## src/pkg/lsp_pkg.sv

```systemverilog
// package: register map, field layout, reset values and enums of the link/pll/interp configuration block
package lsp_pkg;
  // =====================================================================
  // register offsets (device register space)
  localparam logic [11:0] REG_SYNC_CTRL = 12'h03A;
  localparam logic [11:0] REG_SYNC_STAT = 12'h03B;
  localparam logic [11:0] REG_VCO_DIV = 12'h08B;
  localparam logic [11:0] REG_REF_DIV = 12'h08C;
  localparam logic [11:0] REG_LINK_CTRL = 12'h300;
  localparam logic [11:0] REG_SUBCLASS = 12'h301;
  localparam logic [11:0] REG_MF_DELAY = 12'h304;
  localparam logic [11:0] REG_MF_WINDOW = 12'h306;
  localparam logic [11:0] REG_XBAR_LO = 12'h308;
  localparam logic [11:0] REG_XBAR_HI = 12'h309;
  localparam logic [11:0] REG_LANE_INV = 12'h334;
  localparam logic [11:0] REG_INTERP = 12'h112;
  localparam logic [11:0] REG_OPT_FEAT = 12'h113;
  localparam logic [11:0] REG_FEEDBACK = 12'h08D;
  localparam logic [11:0] REG_CHECKSUM = 12'h45D;
  // =====================================================================
  // field positions and command values
  localparam int SYNC_EN_BIT = 7;
  localparam int SYNC_ARM_BIT = 6;
  localparam int SYNC_LOCK_BIT = 3;
  localparam int LINK_EN_BIT = 0;
  localparam int CHK_SEL_BIT = 6;
  localparam logic [7:0] SYNC_MODE_ONESHOT = 8'h01;
  localparam logic [7:0] SYNC_CMD_ENABLE = 8'h81;
  localparam logic [7:0] SYNC_CMD_ARM = 8'hC1;
  localparam int LANES = 4;
  localparam int LANE_W = 40;
  localparam int PCLK_DIV = 40;
  localparam logic [7:0] RST_BYTE = 8'h00;
  localparam logic [7:0] RST_XBAR_LO = 8'h08;
  localparam logic [7:0] RST_XBAR_HI = 8'h1A;
  localparam logic [6:0] FB_MIN = 7'h06;
  localparam logic [6:0] FB_MAX = 7'h7F;
  localparam logic [7:0] MF_PERIOD = 8'h10;
  // =====================================================================
  // enumerations
  typedef enum logic [1:0] {LSP_BYPASS, LSP_X2, LSP_X4, LSP_X8} lsp_interp_t;
endpackage

```

## src/pkg/lsp_if.sv

```systemverilog
// interface: lanes and sysref between transmitter end and device end
`timescale 1ns/100ps
interface lsp_if;
  logic [39:0] lane_data [4];
  logic lane_valid;
  logic sysref;
  logic sync_request_n;
  modport device (input lane_data, input lane_valid, input sysref, output sync_request_n);
  modport host (output lane_data, output lane_valid, output sysref, input sync_request_n);
endinterface

```

## src/logic/lsp_device.sv

```systemverilog
// device end: configuration registers, lmfc sync machine, lane crossbar and polarity
//
// Chosen here: the Avalon-MM interface to the registers.
`timescale 1ns/100ps
// Behaviour
// - subclass, delays, sync, crossbar, polarity, then enable
// - 0x01 selects one-shot, machine idle
// - 0x81 enables the sync machine
// - 0xC1 arms; next sysref edge aligns
// - transmitter sends sysref edge after arming
// - lock shows at sync status bit 3
// - subclass and two delays held, delay lanes
// - delays counted in lane processing clocks
// - two-register crossbar maps physical to logical
// - polarity bit x inverts logical lane x
// - link control bit 0 enables link
// - link control bit 6 picks checksum
// - checksum fields or registers, low byte
// - software sets vco divider per clock range
// - predivider ratio is two to code; codes above 4 give 16
// - software keeps vco within 6-12 GHz
// - software keeps feedback count 6 to 127
// - zero to three doubling interpolation stages
// - upsampling codes bypass, 2x, 4x, 8x
// - software limits input rate per mode
// - filters meet ripple and rejection limits
// - optional features reset to off
module lsp_device
  import lsp_pkg::*;
(
  // clock and reset
  input wire logic clk_sys,
  input wire logic rst_n,
  input wire logic clk_en,
  // link
  lsp_if.device link,
  // avalon-mm register slave
  input wire logic [11:0] avs_address,
  input wire logic avs_read,
  input wire logic avs_write,
  input wire logic [7:0] avs_writedata,
  output logic [7:0] avs_readdata,
  output logic avs_waitrequest,
  // user side
  output logic [39:0] lane_out [4],
  output logic lane_out_valid,
  output logic link_up,
  output logic [4:0] reference_divide_ratio,
  output logic [1:0] upsampling_select,
  output logic [7:0] config_checksum
);
  typedef enum logic [1:0] {ST_IDLE, ST_ENABLED, ST_ARMED, ST_LOCKED} lsp_sync_t;

  // =====================================================================
  // registers
  logic [7:0] sync_ctrl, vco_div, ref_div, link_ctrl, subclass, mf_delay, mf_window;
  logic [7:0] xbar_lo, xbar_hi, lane_inv, interp, opt_feat, feedback;
  lsp_sync_t sync_state;
  logic [1:0] sysref_meta;
  logic sysref_q;
  logic [7:0] lmfc_cnt;
  logic [7:0] delay_cnt;
  logic [7:0] next_readdata;
  logic [7:0] next_checksum;
  logic sysref_edge;
  logic [39:0] lane_x [4];
  logic [11:0] xbar_map;

  // crossbar field decode, used per lane
  function automatic logic [1:0] xbar_src(input logic [11:0] map, input int idx);
    xbar_src = map[idx*3 +: 2];
  endfunction

  // =====================================================================
  // avalon slave: one wait cycle then answer, keeps timing simple
  // waitrequest is a flop, idle high, low only in the second cycle of a request
  always_ff @(posedge clk_sys or negedge rst_n) begin
    if (!rst_n) begin
      avs_waitrequest <= 1'b1;
    end else if (clk_en) begin
      avs_waitrequest <= ~((avs_read | avs_write) & avs_waitrequest);
    end
  end

  always_ff @(posedge clk_sys or negedge rst_n) begin
    if (!rst_n) begin
      sync_ctrl <= RST_BYTE;
      vco_div <= RST_BYTE;
      ref_div <= RST_BYTE;
      link_ctrl <= RST_BYTE;
      subclass <= RST_BYTE;
      mf_delay <= RST_BYTE;
      mf_window <= RST_BYTE;
      xbar_lo <= RST_XBAR_LO;
      xbar_hi <= RST_XBAR_HI;
      lane_inv <= RST_BYTE;
      interp <= RST_BYTE;
      opt_feat <= RST_BYTE;
      feedback <= {1'b0, FB_MIN};
    end else if (clk_en && avs_write && !avs_waitrequest) begin
      case (avs_address)
        REG_SYNC_CTRL: sync_ctrl <= avs_writedata;
        REG_VCO_DIV: vco_div <= avs_writedata;
        REG_REF_DIV: ref_div <= avs_writedata;
        REG_LINK_CTRL: link_ctrl <= avs_writedata;
        REG_SUBCLASS: subclass <= avs_writedata;
        REG_MF_DELAY: mf_delay <= avs_writedata;
        REG_MF_WINDOW: mf_window <= avs_writedata;
        REG_XBAR_LO: xbar_lo <= avs_writedata;
        REG_XBAR_HI: xbar_hi <= avs_writedata;
        REG_LANE_INV: lane_inv <= avs_writedata;
        REG_INTERP: interp <= avs_writedata;
        REG_OPT_FEAT: opt_feat <= avs_writedata;
        REG_FEEDBACK: feedback <= avs_writedata;
        default: ;
      endcase
    end
  end

  always_comb begin
    case (avs_address)
      REG_SYNC_CTRL: next_readdata = sync_ctrl;
      REG_SYNC_STAT: next_readdata = {4'h0, sync_state == ST_LOCKED, 3'h0};
      REG_VCO_DIV: next_readdata = vco_div;
      REG_REF_DIV: next_readdata = ref_div;
      REG_LINK_CTRL: next_readdata = link_ctrl;
      REG_SUBCLASS: next_readdata = subclass;
      REG_MF_DELAY: next_readdata = mf_delay;
      REG_MF_WINDOW: next_readdata = mf_window;
      REG_XBAR_LO: next_readdata = xbar_lo;
      REG_XBAR_HI: next_readdata = xbar_hi;
      REG_LANE_INV: next_readdata = lane_inv;
      REG_INTERP: next_readdata = interp;
      REG_OPT_FEAT: next_readdata = opt_feat;
      REG_FEEDBACK: next_readdata = feedback;
      REG_CHECKSUM: next_readdata = config_checksum;
      default: next_readdata = 8'h00;
    endcase
  end

  always_ff @(posedge clk_sys or negedge rst_n) begin
    if (!rst_n) begin
      avs_readdata <= 8'h00;
    end else if (clk_en && avs_read && avs_waitrequest) begin
      avs_readdata <= next_readdata;
    end
  end

  // =====================================================================
  // sysref arrives from the pin: two flops before any use
  always_ff @(posedge clk_sys or negedge rst_n) begin
    if (!rst_n) begin
      sysref_meta <= 2'b00;
      sysref_q <= 1'b0;
    end else if (clk_en) begin
      sysref_meta <= {sysref_meta[0], link.sysref};
      sysref_q <= sysref_meta[1];
    end
  end
  assign sysref_edge = sysref_meta[1] & ~sysref_q;

  // =====================================================================
  // one-shot sync machine, follows control writes
  always_ff @(posedge clk_sys or negedge rst_n) begin
    if (!rst_n) begin
      sync_state <= ST_IDLE;
    end else if (clk_en) begin
      case (sync_state)
        ST_IDLE: if (sync_ctrl[SYNC_EN_BIT]) sync_state <= ST_ENABLED;
        ST_ENABLED: begin
          if (!sync_ctrl[SYNC_EN_BIT]) sync_state <= ST_IDLE;
          else if (sync_ctrl[SYNC_ARM_BIT]) sync_state <= ST_ARMED;
        end
        ST_ARMED: begin
          if (!sync_ctrl[SYNC_EN_BIT]) sync_state <= ST_IDLE;
          else if (sysref_edge) sync_state <= ST_LOCKED;
        end
        ST_LOCKED: if (!sync_ctrl[SYNC_EN_BIT]) sync_state <= ST_IDLE;
        default: sync_state <= ST_IDLE;
      endcase
    end
  end

  // lmfc phase counter; only an armed edge realigns it
  always_ff @(posedge clk_sys or negedge rst_n) begin
    if (!rst_n) begin
      lmfc_cnt <= 8'h00;
    end else if (clk_en) begin
      if (sync_state == ST_ARMED && sysref_edge) lmfc_cnt <= 8'h00;
      else if (lmfc_cnt == MF_PERIOD - 8'h01) lmfc_cnt <= 8'h00;
      else lmfc_cnt <= lmfc_cnt + 8'h01;
    end
  end

  // =====================================================================
  // link bring-up: release data after delay counted in processing clocks
  always_ff @(posedge clk_sys or negedge rst_n) begin
    if (!rst_n) begin
      delay_cnt <= 8'h00;
      link_up <= 1'b0;
    end else if (clk_en) begin
      if (!link_ctrl[LINK_EN_BIT]) begin
        delay_cnt <= 8'h00;
        link_up <= 1'b0;
      end else if (!link_up && (subclass[0] == 1'b0 || sync_state == ST_LOCKED)) begin
        if (delay_cnt >= mf_delay + mf_window) link_up <= 1'b1;
        else delay_cnt <= delay_cnt + 8'h01;
      end
    end
  end
  assign link.sync_request_n = link_up;

  // =====================================================================
  // crossbar and polarity per logical lane
  assign xbar_map = {xbar_hi[5:0], xbar_lo[5:0]};
  generate
    for (genvar g = 0; g < LANES; g++) begin : g_lane
      assign lane_x[g] = link.lane_data[xbar_src(xbar_map, g)] ^ {LANE_W{lane_inv[g]}};
    end
  endgenerate

  always_ff @(posedge clk_sys or negedge rst_n) begin
    if (!rst_n) begin
      lane_out_valid <= 1'b0;
      for (int i = 0; i < LANES; i++) lane_out[i] <= '0;
    end else if (clk_en) begin
      lane_out_valid <= link.lane_valid & link_up;
      for (int i = 0; i < LANES; i++) lane_out[i] <= lane_x[i];
    end
  end

  // =====================================================================
  // pll divider decode, interpolation mode, checksum
  always_comb begin
    if (link_ctrl[CHK_SEL_BIT]) begin
      next_checksum = subclass + mf_delay + mf_window + xbar_lo + xbar_hi;
    end else begin
      next_checksum = {7'h00, subclass[0]} + {5'h00, interp[2:0]} + {7'h00, sync_ctrl[0]};
    end
  end

  always_ff @(posedge clk_sys or negedge rst_n) begin
    if (!rst_n) begin
      reference_divide_ratio <= 5'h01;
      upsampling_select <= 2'h0;
      config_checksum <= 8'h00;
    end else if (clk_en) begin
      reference_divide_ratio <= (ref_div[2:0] > 3'h4) ? 5'h10 : 5'(1 << ref_div[2:0]);
      upsampling_select <= interp[1:0]; // filter chain downstream keeps its own limits
      config_checksum <= next_checksum;
    end
  end
endmodule

```

## src/flat_wrapper.sv

```systemverilog
// flat-port wrapper written by rule: the top's interface ports become plain ports
module lsp_device_flat import lsp_pkg::*;
  (clk_sys, rst_n, clk_en, avs_address, avs_read, avs_write, avs_writedata, avs_readdata, avs_waitrequest, lane_out, lane_out_valid, link_up, reference_divide_ratio, upsampling_select, config_checksum, link_lane_data, link_lane_valid, link_sysref, link_sync_request_n);
  lsp_if link_i ();
  input wire logic clk_sys;
  input wire logic rst_n;
  input wire logic clk_en;
  input wire logic [11:0] avs_address;
  input wire logic avs_read;
  input wire logic avs_write;
  input wire logic [7:0] avs_writedata;
  output logic [7:0] avs_readdata;
  output logic avs_waitrequest;
  output logic [39:0] lane_out[4];
  output logic lane_out_valid;
  output logic link_up;
  output logic [4:0] reference_divide_ratio;
  output logic [1:0] upsampling_select;
  output logic [7:0] config_checksum;
  input wire logic [$bits(link_i.lane_data)-1:0] link_lane_data;
  input wire logic [$bits(link_i.lane_valid)-1:0] link_lane_valid;
  input wire logic [$bits(link_i.sysref)-1:0] link_sysref;
  output wire logic [$bits(link_i.sync_request_n)-1:0] link_sync_request_n;
  assign link_i.lane_data = {>>{link_lane_data}};
  assign link_i.lane_valid = link_lane_valid;
  assign link_i.sysref = link_sysref;
  assign link_sync_request_n = link_i.sync_request_n;
  lsp_device u_core (.clk_sys(clk_sys), .rst_n(rst_n), .clk_en(clk_en), .link(link_i), .avs_address(avs_address), .avs_read(avs_read), .avs_write(avs_write), .avs_writedata(avs_writedata), .avs_readdata(avs_readdata), .avs_waitrequest(avs_waitrequest), .lane_out(lane_out), .lane_out_valid(lane_out_valid), .link_up(link_up), .reference_divide_ratio(reference_divide_ratio), .upsampling_select(upsampling_select), .config_checksum(config_checksum));
endmodule
```

## config.mk

```make
export PLATFORM = sky130hd
export DESIGN_NAME = lsp_device_flat
export DESIGN_NICKNAME = d
export VERILOG_FILES = /design/src/pkg/lsp_pkg.sv /design/src/pkg/lsp_if.sv /design/src/logic/lsp_device.sv /design/src/flat_wrapper.sv
export SDC_FILE = /design/constraint.sdc
export NUM_CORES = 1
export LEC_CHECK = 0
export BUFFER_PORTS_ARGS = -buffer_cell sky130_fd_sc_hd__buf_2
export CORE_ASPECT_RATIO = 0.7
export CORE_MARGIN = 8
export CORE_UTILIZATION = 55
export CTS_CLUSTER_SIZE = 40
export DETAILED_ROUTE_END_ITERATION = 8
export HOLD_SLACK_MARGIN = 0.1
export PLACE_DENSITY = 0.85
export SLEW_MARGIN = 20
export SYNTH_ARGS = -nofsm -noshare
export SYNTH_HDL_FRONTEND = slang
export SYNTH_SLANG_ARGS = --single-unit
```

## constraint.sdc

```tcl
create_clock -name clk_sys -period 6.55 [get_ports clk_sys]
set_clock_uncertainty 0.15 [all_clocks]
set_input_delay 0.3275 -clock clk_sys [delete_from_list [all_inputs] [get_ports clk_sys]]
set_output_delay 0.3275 -clock clk_sys [all_outputs]
set_load 0.01 [all_outputs]
```

# == Word level (Yosys, flattened, before mapping) ==
# Index checks and enable logic that the tools add are counted.
# op_classes
muxes,28
n_bitwise,15
addsub,8
magnitude_cmp,6
n_reduce_logical,25
shift,1
n_eq_ne,25
# op_table
op,count
40-bit binary-select mux with 2-bit select,4
40-bit two-way mux,8
40-bit bitwise XOR,4
8-bit one-hot mux with 15 select lines,1
12-bit by 10-bit == test with 1-bit output (second input constant),7
8-bit adder,5
12-bit by 8-bit == test with 1-bit output (second input constant),3
8-bit two-way mux,4
2-bit AND reduction,13
12-bit by 6-bit == test with 1-bit output (second input constant),2
12-bit by 9-bit == test with 1-bit output (second input constant),2
12-bit by 11-bit == test with 1-bit output (second input constant),1
3-bit greater-or-equal comparator (second input constant),4
2-bit two-way mux,6
2-bit NOT with 3-bit output,4
8-bit by 1-bit adder with 8-bit output,1
8-bit by 1-bit adder with 8-bit output (second input constant),1
8-bit greater-or-equal comparator,1
2-bit != test (second input constant),4
2-bit one-hot mux with 4 select lines,1
3-bit != test (second input constant),2
3-bit AND reduction,2
1-bit logical AND,5
5-bit two-way mux,1
other kinds (14),22
# word_totals
regBits,303
input_bits,187

# == Longest topological paths before layout ==
# depth
ltp_word,5
depth_mapped,16
depth_no_buf,14

# == Worst setup path before layout ==
# Ideal clock, no wire load.
# synth_path
path_type,reg-to-reg
startpoint,reg u_core.xbar_hi[1]
endpoint,reg u_core.config_checksum[7]
stages_incl_launch_ff,16
t_required_ps,6267
arrival_time_ps,4317
n_path_buf,2
synth_period_minus_slack_ps,4600
setup_ps,133
slack_ps,1950
path_cell_list,dfstp_2 clkbuf_1 clkbuf_1 inv_1 fa_1 fa_1 fa_1 inv_1 ha_1 fa_1 a211oi_1 o21bai_1 a21oi_1 xnor3_1 nand3_1 o21ai_0
# synth_between
elab_chain_cells,2
# synth_lines
element,line,source
"start, declared",lsp_device.sv:57,"logic [7:0] xbar_lo, xbar_hi, lane_inv, interp, opt_feat, feedback;"
"start signal, assigned",lsp_device.sv:110,REG_XBAR_HI: xbar_hi <= avs_writedata;
8-bit adder,lsp_device.sv:236,next_checksum = subclass + mf_delay + mf_window + xbar_lo + xbar_hi;
8-bit two-way mux,lsp_device.sv:235,if (link_ctrl[CHK_SEL_BIT]) begin
"end signal, assigned",lsp_device.sv:250,config_checksum <= next_checksum;
"end, declared",lsp_device.sv:50,output logic [7:0] config_checksum
# Every way passes these cells.
# A chain may end at the register's enable or synchronous reset.

# == Final worst setup path ==
# layout_path
startpoint,reg u_core.xbar_lo[3]
endpoint,reg u_core.config_checksum[7]
# layout_between
elab_chain_cells,3
# layout_lines
element,line,source
"start, declared",lsp_device.sv:57,
"start signal, assigned",lsp_device.sv:109,REG_XBAR_LO: xbar_lo <= avs_writedata;
8-bit adder (2 in series),lsp_device.sv:236,
8-bit two-way mux,lsp_device.sv:235,
# Every way passes these cells.

==> flow_summary.json <==
{
  "rsz0062_at_grt": "no",
  "holdCritPathClass": "in -> reg",
  "post-route-period-util": 0.726,
  "worst_pin_slew_ns": 1.21,
  "insertion_delay_ns": 0.53,
  "drv_slew": 0,
  "cpPeakStageDelay_ns": 1.09,
  "async_reset_ff_frac": 1.00,
  "cp_top_family": "adder cells",
  "syn-num-nets": 1916,
  "vias": 15900,
  "grt_pass1_wl_um": 96300,
  "post_cts_resized": 0,
  "syn_avg_cell_area_um2": 11.3,
  "fp.coreArea_mm2": 0.0344,
  "regMostFlops": "u_core.lane_out",
  "synth_seq_area_share": 0.398,
  "cts.sinks": 303,
  "r2r-start": "u_core.xbar_lo[3]",
  "area_delta_synth_final_pct": 18.1,
  "timing.final.crit_period_ns": 4.76,
  "ant_nets": 0,
  "gr-usage-all-layers": 0.304,
  "cts_made_buffers": 34,
  "gp_congestion": 0.963,
  "crit_top_cell": "inv_1",
  "dr.pass1.iters": 6,
  "critPathMaxFanout": 42,
  "cp-start-kind": "flip-flop",
  "synth_cell_types": 75,
  "die_w_um": 239,
  "total_power_uw": 4790,
  "cp.depth": 14,
  "final_cells": 2487,
  "via_per_inst": 6.39,
  "cap_violations": 0,
  "port_buffers": 373,
  "root_buffer": "clkbuf_16",
  "path_cells": "inv_1, fa_1, inv_1, fa_1, inv_1, fa_1, inv_1, ha_1, a211oi_1, o21bai_1, a21oi_1, xnor3_1, nand3_1, o21ai_0",
  "crit_buf_inv": 4,
  "wire_per_inst_um": 25.4,
  "fin_setup_tns_ns": 0,
  "relSlewSlack": 0.191,
  "reg2regPathDepth": 14,
  "drive_gt1_frac": 0.368,
  "nNetsFinal": 2221,
  "synth_edf_count": 0,
  "h-tree-depth": 2,
  "cp_data_required_time_ns": 6.77,
  "die_height_um": 172,
  "clk_pin_slew_ns": 0.06,
  "dieArea_mm2": 0.0410,
  "startpoint": "u_core.xbar_lo[3]",
  "grt_pass1_vias": 16600,
  "route.detailed.drc": 0,
  "peakVddDrop_mv": 0.152,
  "fin_util": 0.653,
  "synth_cells": 1680,
  "r2r_end": "u_core.config_checksum[7]",
  "hpwl_um": 43700,
  "ys_warn_count": 0,
  "cts_buffer_depth": 3,
  "antenna_found_initial": 5,
  "largest_register_ffs": 160,
  "setup_viol": 0,
  "cp-end-kind": "flip-flop",
  "dp.cells": 2409,
  "status": "finished, final reports clean",
  "overflow": 0,
  "grt_start_max_net_pins": 140,
  "synth-main-ff-cell": "dfrtp_1",
  "power.leakage_uw": 0.00964,
  "power.density_mw_per_mm2": 213,
  "fmax_mhz": 210,
  "worstSetupPathType": "reg -> reg",
  "routed_wl_um": 63300,
  "drtIter0Drc": 1788,
  "hold_viol": 0,
  "cts_tree": "built",
  "crit_slowest_cell": "dfstp_4",
  "num_rows": 57,
  "pin_count": 374,
  "netlist_area_mm2": 0.0191,
  "crit_arrival_ns": 4.97,
  "crit_path_end": "u_core.config_checksum[7]",
  "start_util": 0.553,
  "synth_seq_cells": 303,
  "reg2reg_setup_slack_ns": 1.79
}
==> final cells by class <==
type	count	area (µm²)
Antenna cell	5	12.5
Timing Repair Buffer	403	2160
Clock buffer	45	963
Clock inverter	16	229
Fill cell	2576	11900
Tap cell	472	591
Inverter	76	285
Multi-Input combinational cell	1167	10600
Sequential cell	303	7610
==> worst min-delay path by stage <==
stage / from / to / slack (ns) / cells past startpoint
detailed placement: rst_n / u_core.xbar_hi[0] / 0.27 / 1
global route: avs_writedata[7] / u_core.vco_div[7] / 0.16 / 2
finish: clk_en / u_core.lane_out[156] / 0.17 / 2
CTS: avs_writedata[7] / u_core.feedback[7] / 0.14 / 2
global placement: rst_n / u_core.xbar_hi[0] / 0.28 / 1
floorplan: rst_n / u_core.avs_readdata[0] / -0.12 / 0
==> synthesized netlist by cell type (4+ instances only) <==
cell type    n  area (µm²)
nand3_1     18        90.1
ha_1        28         350
and3_1       6        37.5
o211ai_1     7        52.6
inv_1       75         282
a22oi_1     18         135
clkbuf_1    82         308
buf_1       23        86.3
mux2i_1      7        70.1
a31o_2       4        35.0
nand4_1      4        25.0
nand2_1     63         236
nand2b_1     5        31.3
and2_1       5        31.3
mux4_2     160        3600
o22ai_1     10        62.6
xor2_1       4        35.0
fa_1        21         420
a21o_1       4        30.0
nor3_1       4        20.0
nor3_2       7        70.1
mux2_2      86         968
xnor2_1    176        1540
a32oi_1      5        43.8
a31oi_1      6        37.5
dfstp_2      8         210
buf_2       27         135
nor2b_1      4        25.0
a221oi_1     7        61.3
a2111oi_0    5        43.8
dfrtp_1    295        7380
o21ai_0     40         200
a21oi_1    191         956
a211oi_1     9        67.6
nor2_1     201         754
==> metrics by stage <==
step | hold WS [ns] | setup slack (ns) | instance area, µm²
5_1_grt | 0.160 | 1.49 | 22500
3_5_place_dp | 0.272 | 1.73 | 21200
3_3_place_gp | 0.277 | 1.78 | 21200
6_report | 0.169 | 1.79 | 22500
2_1_floorplan | -0.118 | 1.95 | 19100
4_1_cts | 0.140 | 1.70 | 22500
==> logic make-up after synthesis <==
| family | synth area share |
|---|---|
| muxes | 0.244 |
| buffers and inverters | 0.0434 |
| DFF | 0.398 |
| AOI/OAI and AO/OA | 0.105 |
| adders and majority gates | 0.0404 |
| xor gates and xnor gates | 0.0839 |
| and+or+nand+nor | 0.0859 |
==> power by group <==
group	switching (µW)	internal [µW]	total (µW)
Sequential	73.7	1980	2050
Clock	821	1240	2060
Combinational	389	291	681
==> worst register-to-register path, cell delays in order, from the launching register on <==
cell and delay, ns:
dfstp_4 1.09, inv_1 0.20, fa_1 0.54, inv_1 0.05, fa_1 0.47, inv_1 0.05
fa_1 0.47, inv_1 0.04, ha_1 0.32, a211oi_1 0.37, o21bai_1 0.14, a21oi_1 0.15
xnor3_1 0.39, nand3_1 0.08, o21ai_0 0.09
==> cell usage in the layout, fill, tap and decap left out, drive strengths merged, types with 6 or more instances in the layout <==
cell,instances
dlygate4sd3,11
a31oi,6
and2,7
o211ai,7
inv,77
mux2i,7
clkbuf,45
and3,6
a221oi,7
a22oi,18
o22ai,10
ha,28
mux2,86
a21oi,191
buf,392
xnor2,176
nor2,203
nand2,63
a211oi,10
mux4,160
fa,21
nor4,6
nand3,20
nor3,12
o21ai,40
dfrtp,295
dfstp,8
==> layer usage <==
metal  vias up  share of wire  global-route usage
met3       203           0.13              0.0944
met1      7871           0.38               0.401
li1       6709              -                   -
met4         2          0.042               0.136
met2      1109           0.45               0.462
met5         -        0.00013                   0
==> timing repair <==
action / 4_1_cts / 5_1_grt
setup buffers: 0 / 0
setup endpoints to repair: 0 / 0
hold buffers: 11 / 0
hold endpoints to repair: 126 / 0
No activity file was read; power rests on OpenSTA's default activity.
